### src/rtl/fml_pkg.sv
// Constants, types and helper functions of the margin level command block.
package fml_pkg;

    // ****************************************************************
    // Register port geometry and register offsets
    // ****************************************************************
    localparam int unsigned ADDR_W   = 8;
    localparam int unsigned DATA_W   = 16;
    localparam int unsigned IDX_W    = 3;
    localparam int unsigned WORDS    = 6;
    localparam int unsigned GADDR_W  = 24;
    localparam int unsigned EVT_W    = 2;

    localparam logic [7:0] REG_STATUS   = 8'h00;
    localparam logic [7:0] REG_INDEX    = 8'h02;
    localparam logic [7:0] REG_WORD     = 8'h04;
    localparam logic [7:0] REG_MARGIN   = 8'h06;
    localparam logic [7:0] REG_IRQ_STAT = 8'h08;
    localparam logic [7:0] REG_IRQ_CLR  = 8'h0a;
    localparam logic [7:0] REG_IRQ_EN   = 8'h0c;

    // ****************************************************************
    // Field positions and reset values
    // ****************************************************************
    localparam int unsigned BIT_COMMAND_COMPLETE_FLAG   = 7;
    localparam int unsigned BIT_ACCESS_ERROR_FLAG = 5;
    localparam int unsigned MRG_PF_LSB = 0;
    localparam int unsigned MRG_EE_LSB = 8;
    localparam int unsigned EVT_DONE   = 0;
    localparam int unsigned EVT_ERR    = 1;

    localparam logic [2:0]  INDEX_RST  = 3'h0;
    localparam logic [2:0]  INDEX_REQ  = 3'h2;
    localparam logic [2:0]  WORD_CODE  = 3'h0;
    localparam logic [2:0]  WORD_ADDR  = 3'h1;
    localparam logic [2:0]  WORD_SET   = 3'h2;
    localparam logic [15:0] DATA_ZERO  = 16'h0000;

    // ****************************************************************
    // Command codes and margin settings
    // ****************************************************************
    localparam logic [7:0]  CMD_USER       = 8'h0d;
    localparam logic [7:0]  CMD_FIELD      = 8'h0e;
    localparam logic [15:0] SET_USER_MAX   = 16'h0002;
    localparam logic [15:0] SET_FIELD_MAX  = 16'h0004;

    // Block address windows; plain defaults, override at the top.
    localparam logic [23:0] PF_LO_DEF = 24'h800000;
    localparam logic [23:0] PF_HI_DEF = 24'hffffff;
    localparam logic [23:0] EE_LO_DEF = 24'h100000;
    localparam logic [23:0] EE_HI_DEF = 24'h1007ff;

    typedef enum logic [2:0] {
        LVL_NORMAL = 3'h0,
        LVL_USER1  = 3'h1,
        LVL_USER0  = 3'h2,
        LVL_FIELD1 = 3'h3,
        LVL_FIELD0 = 3'h4
    } fml_level_t;

    typedef enum logic [4:0] {
        ST_IDLE = 5'h01,
        ST_W0   = 5'h02,
        ST_W1   = 5'h04,
        ST_W2   = 5'h08,
        ST_EXEC = 5'h10
    } fml_state_t;

    typedef struct packed {
        logic [7:0]  code;
        logic [23:0] gaddr;
        logic [15:0] setting;
    } fml_cmd_t;

    function automatic logic fml_in_range(
        input logic [23:0] a,
        input logic [23:0] lo,
        input logic [23:0] hi
    );
        fml_in_range = (a >= lo) && (a <= hi);
    endfunction

endpackage

### src/rtl/fml_margin_ctl.sv
// Margin level command controller with its register port.
//
// Contract
// - Code 0x0d selects the user command; words 0 and 1 hold the address.
// - User launch stores the level on the same edge as the complete flag sets again.
// - A user level aimed at the EEPROM changes only the EEPROM level.
// - A user level aimed at program flash sets both read levels.
// - User settings 0, 1, 2 are normal, erased margin, programmed margin.
// - Either command sets the access error if the index is not 2 at launch.
// - Either command sets the access error for a setting outside its set.
// - Either command sets the access error for a bad address; only the field command for a bad mode.
// - Code 0x0e selects the field command, allowed only in special mode.
// - Field launch stores the level on the same edge as the complete flag sets again.
// - A field level aimed at the EEPROM changes only the EEPROM level.
// - A field level aimed at program flash sets both read levels.
// - Field settings add 3 and 4: field margin toward erased, programmed.
`timescale 1ns/1ps
module fml_margin_ctl #(
    parameter logic [23:0] PF_LO = fml_pkg::PF_LO_DEF,
    parameter logic [23:0] PF_HI = fml_pkg::PF_HI_DEF,
    parameter logic [23:0] EE_LO = fml_pkg::EE_LO_DEF,
    parameter logic [23:0] EE_HI = fml_pkg::EE_HI_DEF
) (
    input  wire logic        clk_sys,
    input  wire logic        sys_rst,
    input  wire logic [7:0]  bus_addr,
    input  wire logic [15:0] bus_wdata,
    input  wire logic        bus_wr,
    input  wire logic        bus_rd,
    output logic      [15:0] bus_rdata,
    input  wire logic        special_mode_pin,
    output logic             irq,
    output logic      [2:0]  pflash_margin,
    output logic      [2:0]  eeprom_margin,
    output logic             busy
);

    // ****************************************************************
    // Register decode
    // ****************************************************************
    // The status, index, word and enable selects are shared by the write decode and the read port.
    wire sel_status = (bus_addr == fml_pkg::REG_STATUS);
    wire sel_index  = (bus_addr == fml_pkg::REG_INDEX);
    wire sel_word   = (bus_addr == fml_pkg::REG_WORD);
    wire sel_margin = (bus_addr == fml_pkg::REG_MARGIN);
    wire sel_istat  = (bus_addr == fml_pkg::REG_IRQ_STAT);
    wire sel_iclr   = (bus_addr == fml_pkg::REG_IRQ_CLR);
    wire sel_ien    = (bus_addr == fml_pkg::REG_IRQ_EN);

    wire wr_status = bus_wr && sel_status;
    wire wr_index  = bus_wr && sel_index;
    wire wr_word   = bus_wr && sel_word;
    wire wr_clr    = bus_wr && sel_iclr;
    wire wr_en     = bus_wr && sel_ien;

    fml_pkg::fml_state_t state;
    fml_pkg::fml_state_t next_state;
    fml_pkg::fml_cmd_t   cmd;

    logic                       command_complete_flag;
    logic                       access_error_flag;
    logic [fml_pkg::IDX_W-1:0]  index;
    logic [fml_pkg::IDX_W-1:0]  next_index;
    logic [fml_pkg::IDX_W-1:0]  ram_raddr;
    logic [15:0]                ram_rdata;
    logic [15:0]                word0;
    logic [15:0]                word1;
    logic                       bad_index;
    logic                       mode_meta;
    logic                       mode_sync;
    logic [fml_pkg::EVT_W-1:0]  irq_status;
    logic [fml_pkg::EVT_W-1:0]  irq_enable;
    logic [fml_pkg::EVT_W-1:0]  events;
    logic [15:0]                read_mux;

    wire idle   = (state == fml_pkg::ST_IDLE);
    wire exec   = (state == fml_pkg::ST_EXEC);
    // Launch is a one written to the complete flag while it is set.
    wire launch = wr_status && bus_wdata[fml_pkg::BIT_COMMAND_COMPLETE_FLAG] && command_complete_flag;

    // ****************************************************************
    // Command word store
    // ****************************************************************
    // Software may not edit the words or the index while a command
    // runs; such writes are dropped rather than corrupt the fetch.
    assign next_index = (wr_index && idle)
                      ? bus_wdata[fml_pkg::IDX_W-1:0] : index;

    // Each fetch state reads one command word, in word order.
    assign ram_raddr = (state == fml_pkg::ST_W0) ? fml_pkg::WORD_CODE :
                       (state == fml_pkg::ST_W1) ? fml_pkg::WORD_ADDR :
                       (state == fml_pkg::ST_W2) ? fml_pkg::WORD_SET :
                                                   next_index;

    fml_word_ram #(
        .DEPTH (fml_pkg::WORDS),
        .AW    (fml_pkg::IDX_W),
        .DW    (fml_pkg::DATA_W)
    ) u_words (
        .clk_sys (clk_sys),
        .sys_rst (sys_rst),
        .we      (wr_word && idle),
        .waddr   (index),
        .wdata   (bus_wdata),
        .raddr   (ram_raddr),
        .rdata   (ram_rdata)
    );

    // ****************************************************************
    // Command decode and checks
    // ****************************************************************
    assign cmd.code    = word0[15:8];
    assign cmd.gaddr   = {word0[7:0], word1};
    assign cmd.setting = ram_rdata;

    wire is_user  = (cmd.code == fml_pkg::CMD_USER);
    wire is_field = (cmd.code == fml_pkg::CMD_FIELD);
    wire in_pf    = fml_pkg::fml_in_range(cmd.gaddr, PF_LO, PF_HI);
    wire in_ee    = fml_pkg::fml_in_range(cmd.gaddr, EE_LO, EE_HI);
    wire addr_ok  = in_pf || in_ee;
    wire mode_ok  = is_user || (is_field && mode_sync);
    wire set_ok   = is_field
                  ? (cmd.setting <= fml_pkg::SET_FIELD_MAX)
                  : (cmd.setting <= fml_pkg::SET_USER_MAX);
    wire cmd_err  = bad_index || !mode_ok || !addr_ok || !set_ok;
    wire apply    = exec && !cmd_err;
    wire [2:0] lvl = cmd.setting[2:0];
    wire access_error_flag_set = exec && cmd_err;
    wire access_error_flag_clr = wr_status && bus_wdata[fml_pkg::BIT_ACCESS_ERROR_FLAG];
    // The windows do not overlap, so an applied target outside program
    // flash can only be the EEPROM.
    wire apply_pf   = apply && in_pf;
    wire apply_ee   = apply && !in_pf;
    wire busy_next  = (next_state != fml_pkg::ST_IDLE);

    // ****************************************************************
    // Sequencer
    // ****************************************************************
    always_comb begin
        next_state = state;
        unique case (state)
            fml_pkg::ST_IDLE: begin
                if (launch) begin
                    next_state = fml_pkg::ST_W0;
                end
            end
            fml_pkg::ST_W0: begin
                next_state = fml_pkg::ST_W1;
            end
            fml_pkg::ST_W1: begin
                next_state = fml_pkg::ST_W2;
            end
            fml_pkg::ST_W2: begin
                next_state = fml_pkg::ST_EXEC;
            end
            fml_pkg::ST_EXEC: begin
                next_state = fml_pkg::ST_IDLE;
            end
        endcase
    end

    always_ff @(posedge clk_sys or posedge sys_rst) begin
        if (sys_rst) begin
            state <= fml_pkg::ST_IDLE;
            index <= fml_pkg::INDEX_RST;
            word0 <= fml_pkg::DATA_ZERO;
            word1 <= fml_pkg::DATA_ZERO;
        end else begin
            state <= next_state;
            index <= next_index;
            if (state == fml_pkg::ST_W1) begin
                word0 <= ram_rdata;
            end
            if (state == fml_pkg::ST_W2) begin
                word1 <= ram_rdata;
            end
        end
    end

    // The index is judged as it stood at the launch write.
    always_ff @(posedge clk_sys or posedge sys_rst) begin
        if (sys_rst) begin
            bad_index <= 1'b0;
        end else if (launch) begin
            bad_index <= (index != fml_pkg::INDEX_REQ);
        end
    end

    // ****************************************************************
    // Status flags
    // ****************************************************************
    always_ff @(posedge clk_sys or posedge sys_rst) begin
        if (sys_rst) begin
            command_complete_flag <= 1'b1;
        end else if (exec) begin
            command_complete_flag <= 1'b1;
        end else if (launch) begin
            command_complete_flag <= 1'b0;
        end
    end

    // The error set in the last command cycle wins over a clear.
    always_ff @(posedge clk_sys or posedge sys_rst) begin
        if (sys_rst) begin
            access_error_flag <= 1'b0;
        end else if (access_error_flag_set) begin
            access_error_flag <= 1'b1;
        end else if (access_error_flag_clr) begin
            access_error_flag <= 1'b0;
        end
    end

    always_ff @(posedge clk_sys or posedge sys_rst) begin
        if (sys_rst) begin
            busy <= 1'b0;
        end else begin
            busy <= busy_next;
        end
    end

    // ****************************************************************
    // Read margin levels
    // ****************************************************************
    // Program flash targets drive both levels, since no setting may
    // leave EEPROM reads behind program flash reads.
    always_ff @(posedge clk_sys or posedge sys_rst) begin
        if (sys_rst) begin
            pflash_margin <= fml_pkg::LVL_NORMAL;
            eeprom_margin <= fml_pkg::LVL_NORMAL;
        end else if (apply_pf) begin
            pflash_margin <= lvl;
            eeprom_margin <= lvl;
        end else if (apply_ee) begin
            eeprom_margin <= lvl;
        end
    end

    // ****************************************************************
    // Mode pin synchroniser
    // ****************************************************************
    // The pin is asynchronous, so a mode change reaches the field check
    // two cycles late; software must settle the mode before a launch.
    always_ff @(posedge clk_sys or posedge sys_rst) begin
        if (sys_rst) begin
            mode_meta <= 1'b0;
            mode_sync <= 1'b0;
        end else begin
            mode_meta <= special_mode_pin;
            mode_sync <= mode_meta;
        end
    end

    // ****************************************************************
    // Interrupts
    // ****************************************************************
    assign events[fml_pkg::EVT_DONE] = exec;
    assign events[fml_pkg::EVT_ERR]  = exec && cmd_err;

    fml_irq #(
        .N (fml_pkg::EVT_W)
    ) u_irq (
        .clk_sys  (clk_sys),
        .sys_rst  (sys_rst),
        .event_in (events),
        .clr_wr   (wr_clr),
        .clr_data (bus_wdata[fml_pkg::EVT_W-1:0]),
        .en_wr    (wr_en),
        .en_data  (bus_wdata[fml_pkg::EVT_W-1:0]),
        .status   (irq_status),
        .enable   (irq_enable),
        .irq      (irq)
    );

    // ****************************************************************
    // Read port
    // ****************************************************************
    wire [15:0] status_word = 16'(({15'h0000, command_complete_flag} << fml_pkg::BIT_COMMAND_COMPLETE_FLAG)
                            | ({15'h0000, access_error_flag} << fml_pkg::BIT_ACCESS_ERROR_FLAG));
    wire [15:0] margin_word = 16'(({13'h0000, pflash_margin}
                                   << fml_pkg::MRG_PF_LSB)
                            | ({13'h0000, eeprom_margin}
                                   << fml_pkg::MRG_EE_LSB));

    assign read_mux =
        sel_status ? status_word :
        sel_index  ? {13'h0000, index} :
        sel_word   ? ram_rdata :
        sel_margin ? margin_word :
        sel_istat  ? {14'h0000, irq_status} :
        sel_ien    ? {14'h0000, irq_enable} :
                     fml_pkg::DATA_ZERO;

    always_ff @(posedge clk_sys or posedge sys_rst) begin
        if (sys_rst) begin
            bus_rdata <= fml_pkg::DATA_ZERO;
        end else if (bus_rd) begin
            bus_rdata <= read_mux;
        end else begin
            bus_rdata <= fml_pkg::DATA_ZERO;
        end
    end

endmodule

### src/rtl/fml_word_ram.sv
// Small command word store with a registered, write-through read port.
`timescale 1ns/1ps
module fml_word_ram #(
    parameter int unsigned DEPTH = 6,
    parameter int unsigned AW    = 3,
    parameter int unsigned DW    = 16
) (
    input  wire logic          clk_sys,
    input  wire logic          sys_rst,
    input  wire logic          we,
    input  wire logic [AW-1:0] waddr,
    input  wire logic [DW-1:0] wdata,
    input  wire logic [AW-1:0] raddr,
    output logic      [DW-1:0] rdata
);
    logic [DW-1:0] mem [DEPTH];
    logic          hit;

    // Bypass keeps a write and a read of the same word in one cycle
    // coherent, so the next cycle already shows the new value.
    assign hit = we && (waddr == raddr);

    always_ff @(posedge clk_sys) begin
        if (we && (32'(waddr) < DEPTH)) begin
            mem[waddr] <= wdata;
        end
    end

    always_ff @(posedge clk_sys or posedge sys_rst) begin
        if (sys_rst) begin
            rdata <= '0;
        end else if (hit) begin
            rdata <= wdata;
        end else if (32'(raddr) < DEPTH) begin
            rdata <= mem[raddr];
        end else begin
            rdata <= '0;
        end
    end
endmodule

### src/rtl/fml_irq.sv
// Sticky event status, enable mask and level interrupt output.
`timescale 1ns/1ps
module fml_irq #(
    parameter int unsigned N = 2
) (
    input  wire logic         clk_sys,
    input  wire logic         sys_rst,
    input  wire logic [N-1:0] event_in,
    input  wire logic         clr_wr,
    input  wire logic [N-1:0] clr_data,
    input  wire logic         en_wr,
    input  wire logic [N-1:0] en_data,
    output logic      [N-1:0] status,
    output logic      [N-1:0] enable,
    output logic              irq
);
    logic [N-1:0] next_status;

    // A new event beats a clear in the same cycle.
    assign next_status = event_in | (status & ~(clr_data & {N{clr_wr}}));

    always_ff @(posedge clk_sys or posedge sys_rst) begin
        if (sys_rst) begin
            status <= '0;
            enable <= '0;
            irq    <= 1'b0;
        end else begin
            status <= next_status;
            if (en_wr) begin
                enable <= en_data;
            end
            irq <= |(next_status & (en_wr ? en_data : enable));
        end
    end
endmodule

### config.mk
export PLATFORM = sky130hd
export DESIGN_NAME = fml_margin_ctl
export DESIGN_NICKNAME = d
export VERILOG_FILES = /design/src/rtl/fml_pkg.sv /design/src/rtl/fml_margin_ctl.sv /design/src/rtl/fml_word_ram.sv /design/src/rtl/fml_irq.sv
export SDC_FILE = /design/constraint.sdc
export NUM_CORES = 1
export LEC_CHECK = 0
export BUFFER_PORTS_ARGS = -buffer_cell sky130_fd_sc_hd__buf_2
export CAP_MARGIN = 10
export CORE_ASPECT_RATIO = 0.5
export CORE_MARGIN = 2
export CORE_UTILIZATION = 60
export CTS_BUF_LIST = sky130_fd_sc_hd__clkbuf_2
export CTS_CLUSTER_SIZE = 30
export DETAILED_ROUTE_END_ITERATION = 10
export HOLD_SLACK_MARGIN = 0.12
export PLACE_DENSITY = 0.8
export SYNTH_ARGS = -nofsm -noshare
export SYNTH_HDL_FRONTEND = slang
export SYNTH_SLANG_ARGS = --single-unit
### constraint.sdc
create_clock -name clk_sys -period 4.15 [get_ports clk_sys]
set_clock_uncertainty 0.05 [all_clocks]
set_input_delay 0.415 -clock clk_sys [delete_from_list [all_inputs] [get_ports clk_sys]]
set_output_delay 0.415 -clock clk_sys [all_outputs]
set_load 0.01 [all_outputs]
==> results.py <==
metrics = {
    "clock_network": {
        "root_buffer": "clkbuf_2",
        "cts_tree": "done",
        "cts.sinks": 174,
        "clock_latency_ps": 750,
        "ctsHtreeMaxLevel": 4,
        "post_cts_buffers": 0,
        "ctsResizeCount": 0,
        "cts_buffer_depth": 2,
        "clk_pin_slew_ps": 240,
        "numCtsBuffers": 17,
    },
    "worst_setup_path": {
        "cp_max_fo": 16,
        "worst_setup_path_start_kind": "register",
        "crit_start": "state[0]$_DFF_PP1_",
        "critical_path_class": "register to register",
        "r2r_start": "state[0]$_DFF_PP1_",
        "crit_path_end_kind": "register",
        "arrival_ps": 4320,
        "cp.required_ps": 4760,
    },
    "synth": {
        "ys_warn_count": 0,
        "synth-edff-count": 96,
        "synth-main-ff-cell": "edfxtp_1",
        "syn_area_um2": 6962,
        "synthesis.nets": 474,
        "yosysSeqAreaShare_pct": 69.48,
        "avgSynthCellArea_um2": 15.64,
        "async_reset_ff_share_pct": 44.83,
        "synthDistinctLibCells": 52,
        "synthCells": 445,
        "ys_seq_elements": 174,
    },
    "job": {
        "max-cap-violations": 0,
    },
    "layout": {
        "fin_cells": 695,
        "design_area_um2": 8040,
        "final_util_pct": 72.12,
        "nNetsFinal": 565,
        "area_growth_pct": 15.49,
        "fillers": 691,
        "layout-drive-gt1-share_pct": 28.78,
        "final_cell_mix": "edfxtp_1, dfrtp_1, buf_2, nor2_1, mux2_2",
        "layout_commonest_cell": "edfxtp_1",
    },
    "sta": {
        "rsz0062_at_grt": "no",
        "finalHoldViolCount": 0,
        "relSlewSlack_pct": 36.80,
        "finalCritPeriodShare_pct": 89.34,
        "fin_crit_ps": 3708,
        "max_freq_mhz": 269.7,
        "final.setup.tns_ps": 0,
        "tightestPinTransition_ps": 948.1,
        "setup_viol": 0,
        "maxSlewViolCount": 0,
    },
    "global_route": {
        "grt_use_total_pct": 25.53,
        "grt_max_degree": 54,
        "grt_pass1_wl_um": 22880,
        "grt_remaining_overflow": 0,
        "grt_antenna_before_repair": 0,
        "grt_pass1_vias": 4111,
    },
    "floorplan": {
        "die_area_um2": 12530,
        "rows": 27,
        "initial_core_util_pct": 62.45,
        "pin_count": 53,
        "dieHeight_um": 80.17,
        "die_w_um": 156.3,
        "core_um2": 11150,
    },
    "detailed_routing": {
        "num_vias": 4248,
        "vias_per_cell": 6.112,
        "detail_route.wl_per_cell_um": 21.03,
        "drt-pass1-iter-count": 7,
        "drt_iter0_markers": 469,
        "ant_nets": 0,
        "drcViolationCount": 0,
        "routed_wl_um": 14620,
    },
    "power": {
        "ir_worst_vdd_mv": 0.2054,
        "p_per_area_nw_per_um2": 365.4,
        "leakage_nw": 3.182,
    },
    "worst_hold_path": {
        "hp-class": "input pin to register",
        "hold_start": "bus_addr[6]",
    },
    "placement": {
        "dp.cells": 632,
        "place.gp.congestion": 0.8718,
        "io_buffers": 52,
        "post_dp_cell_area_um2": 7455,
        "dp_hpwl_um": 9237,
    },
    "outcome": {
        "outcome": "finished clean",
    },
}
## worst max-delay path, cell delays in order (launching register included)
cell and delay, ps:
dfstp_2 680, or4b_4 500, nor4_4 450, mux2_2 270, a22o_1 760, mux4_2 600
a221o_1 320
## registers in the layout, summed over array words and instances, names as in the netlist, 3 cells and up
register and flops:
pflash_margin 3, state 5, eeprom_margin 3, bus_rdata 16, u_words.rdata 16, index 3
u_words.mem 96, word0 16, word1 5
## layer usage
layer	part of all wire (%)	wire [µm]	track usage, %	vias up
li1	-	-	-	1896
met2	46	6705	38.19	195
met4	1.3	191	8.073	0
met5	0	0	0	-
met1	45	6605	37.53	2139
met3	7.6	1117	6.314	18
## where the power goes
part | switching [mW] | total (mW) | internal, mW
clock network | 0.591 | 0.997 | 0.406
logic | 0.0571 | 0.0966 | 0.0395
registers | 0.00985 | 1.84 | 1.83
## final timing paths
check | cells past startpoint | slack [ps] | endpoint
max reg2reg | 6 | 440 | u_words.rdata[10]$_DFF_PP0_
max in group asynchronous | 4 | 2840 | state[0]$_DFF_PP1_
min reg2reg | 0 | 340 | mode_sync$_DFF_PP0_
max | 6 | 440 | u_words.rdata[10]$_DFF_PP0_
min | 6 | 190 | index[0]$_DFF_PP0_
min in group asynchronous | 3 | 310 | u_words.rdata[6]$_DFF_PP0_
## cells in the mapped netlist (all sizes together) (9+ instances only)
library cell	instances	share of area (%)
a221o	16	2.3
buf	9	0.86
clkbuf	14	0.75
dfrtp	76	27
edfxtp	96	41
mux2	31	5.0
mux2i	19	2.7
mux4	16	5.2
nand2	20	1.1
nor2	35	1.9
nor4	10	1.2
o21ai	12	0.86
## area by class of cell
type | count | area (µm²) | share of cell area [%]
Antenna cell | 1 | 2.502 | 0.03112
Multi-Input combinational cell | 240 | 2034 | 25.30
Clock inverter | 13 | 187.7 | 2.334
Sequential cell | 174 | 4837 | 60.16
Tap cell | 145 | 181.4 | 2.256
Inverter | 8 | 31.28 | 0.3890
Clock buffer | 19 | 95.09 | 1.183
Timing Repair Buffer | 95 | 670.6 | 8.341
## through the flow
stage                     worst slack (ps)  hold slack [ps]  total power [mW]
after floorplan                      537.5            281.2             1.915
after global placement               468.6            283.1             1.952
after detailed placement             337.0            295.5             1.956
after CTS                            464.5            146.9             2.945
after global routing                 283.4            174.1             3.039
final                                442.3            191.0             2.938
## cells by family after synthesis
| group | after synthesis | share of synthesized area, % |
|---|---|---|
| compound gates | 57 | 6.219 |
| xor+xnor | 3 | 0.3775 |
| buf+inv | 31 | 2.049 |
| flops | 174 | 69.48 |
| mux | 66 | 12.92 |
| simple gates | 114 | 8.950 |
## timing repair
item | 4_1_cts | 5_1_grt
endpoints found under the setup margin | 0 | 0
hold endpoints to repair | 186 | 0
hold buffers | 30 | 0
(Power assumes the default switching activity.)
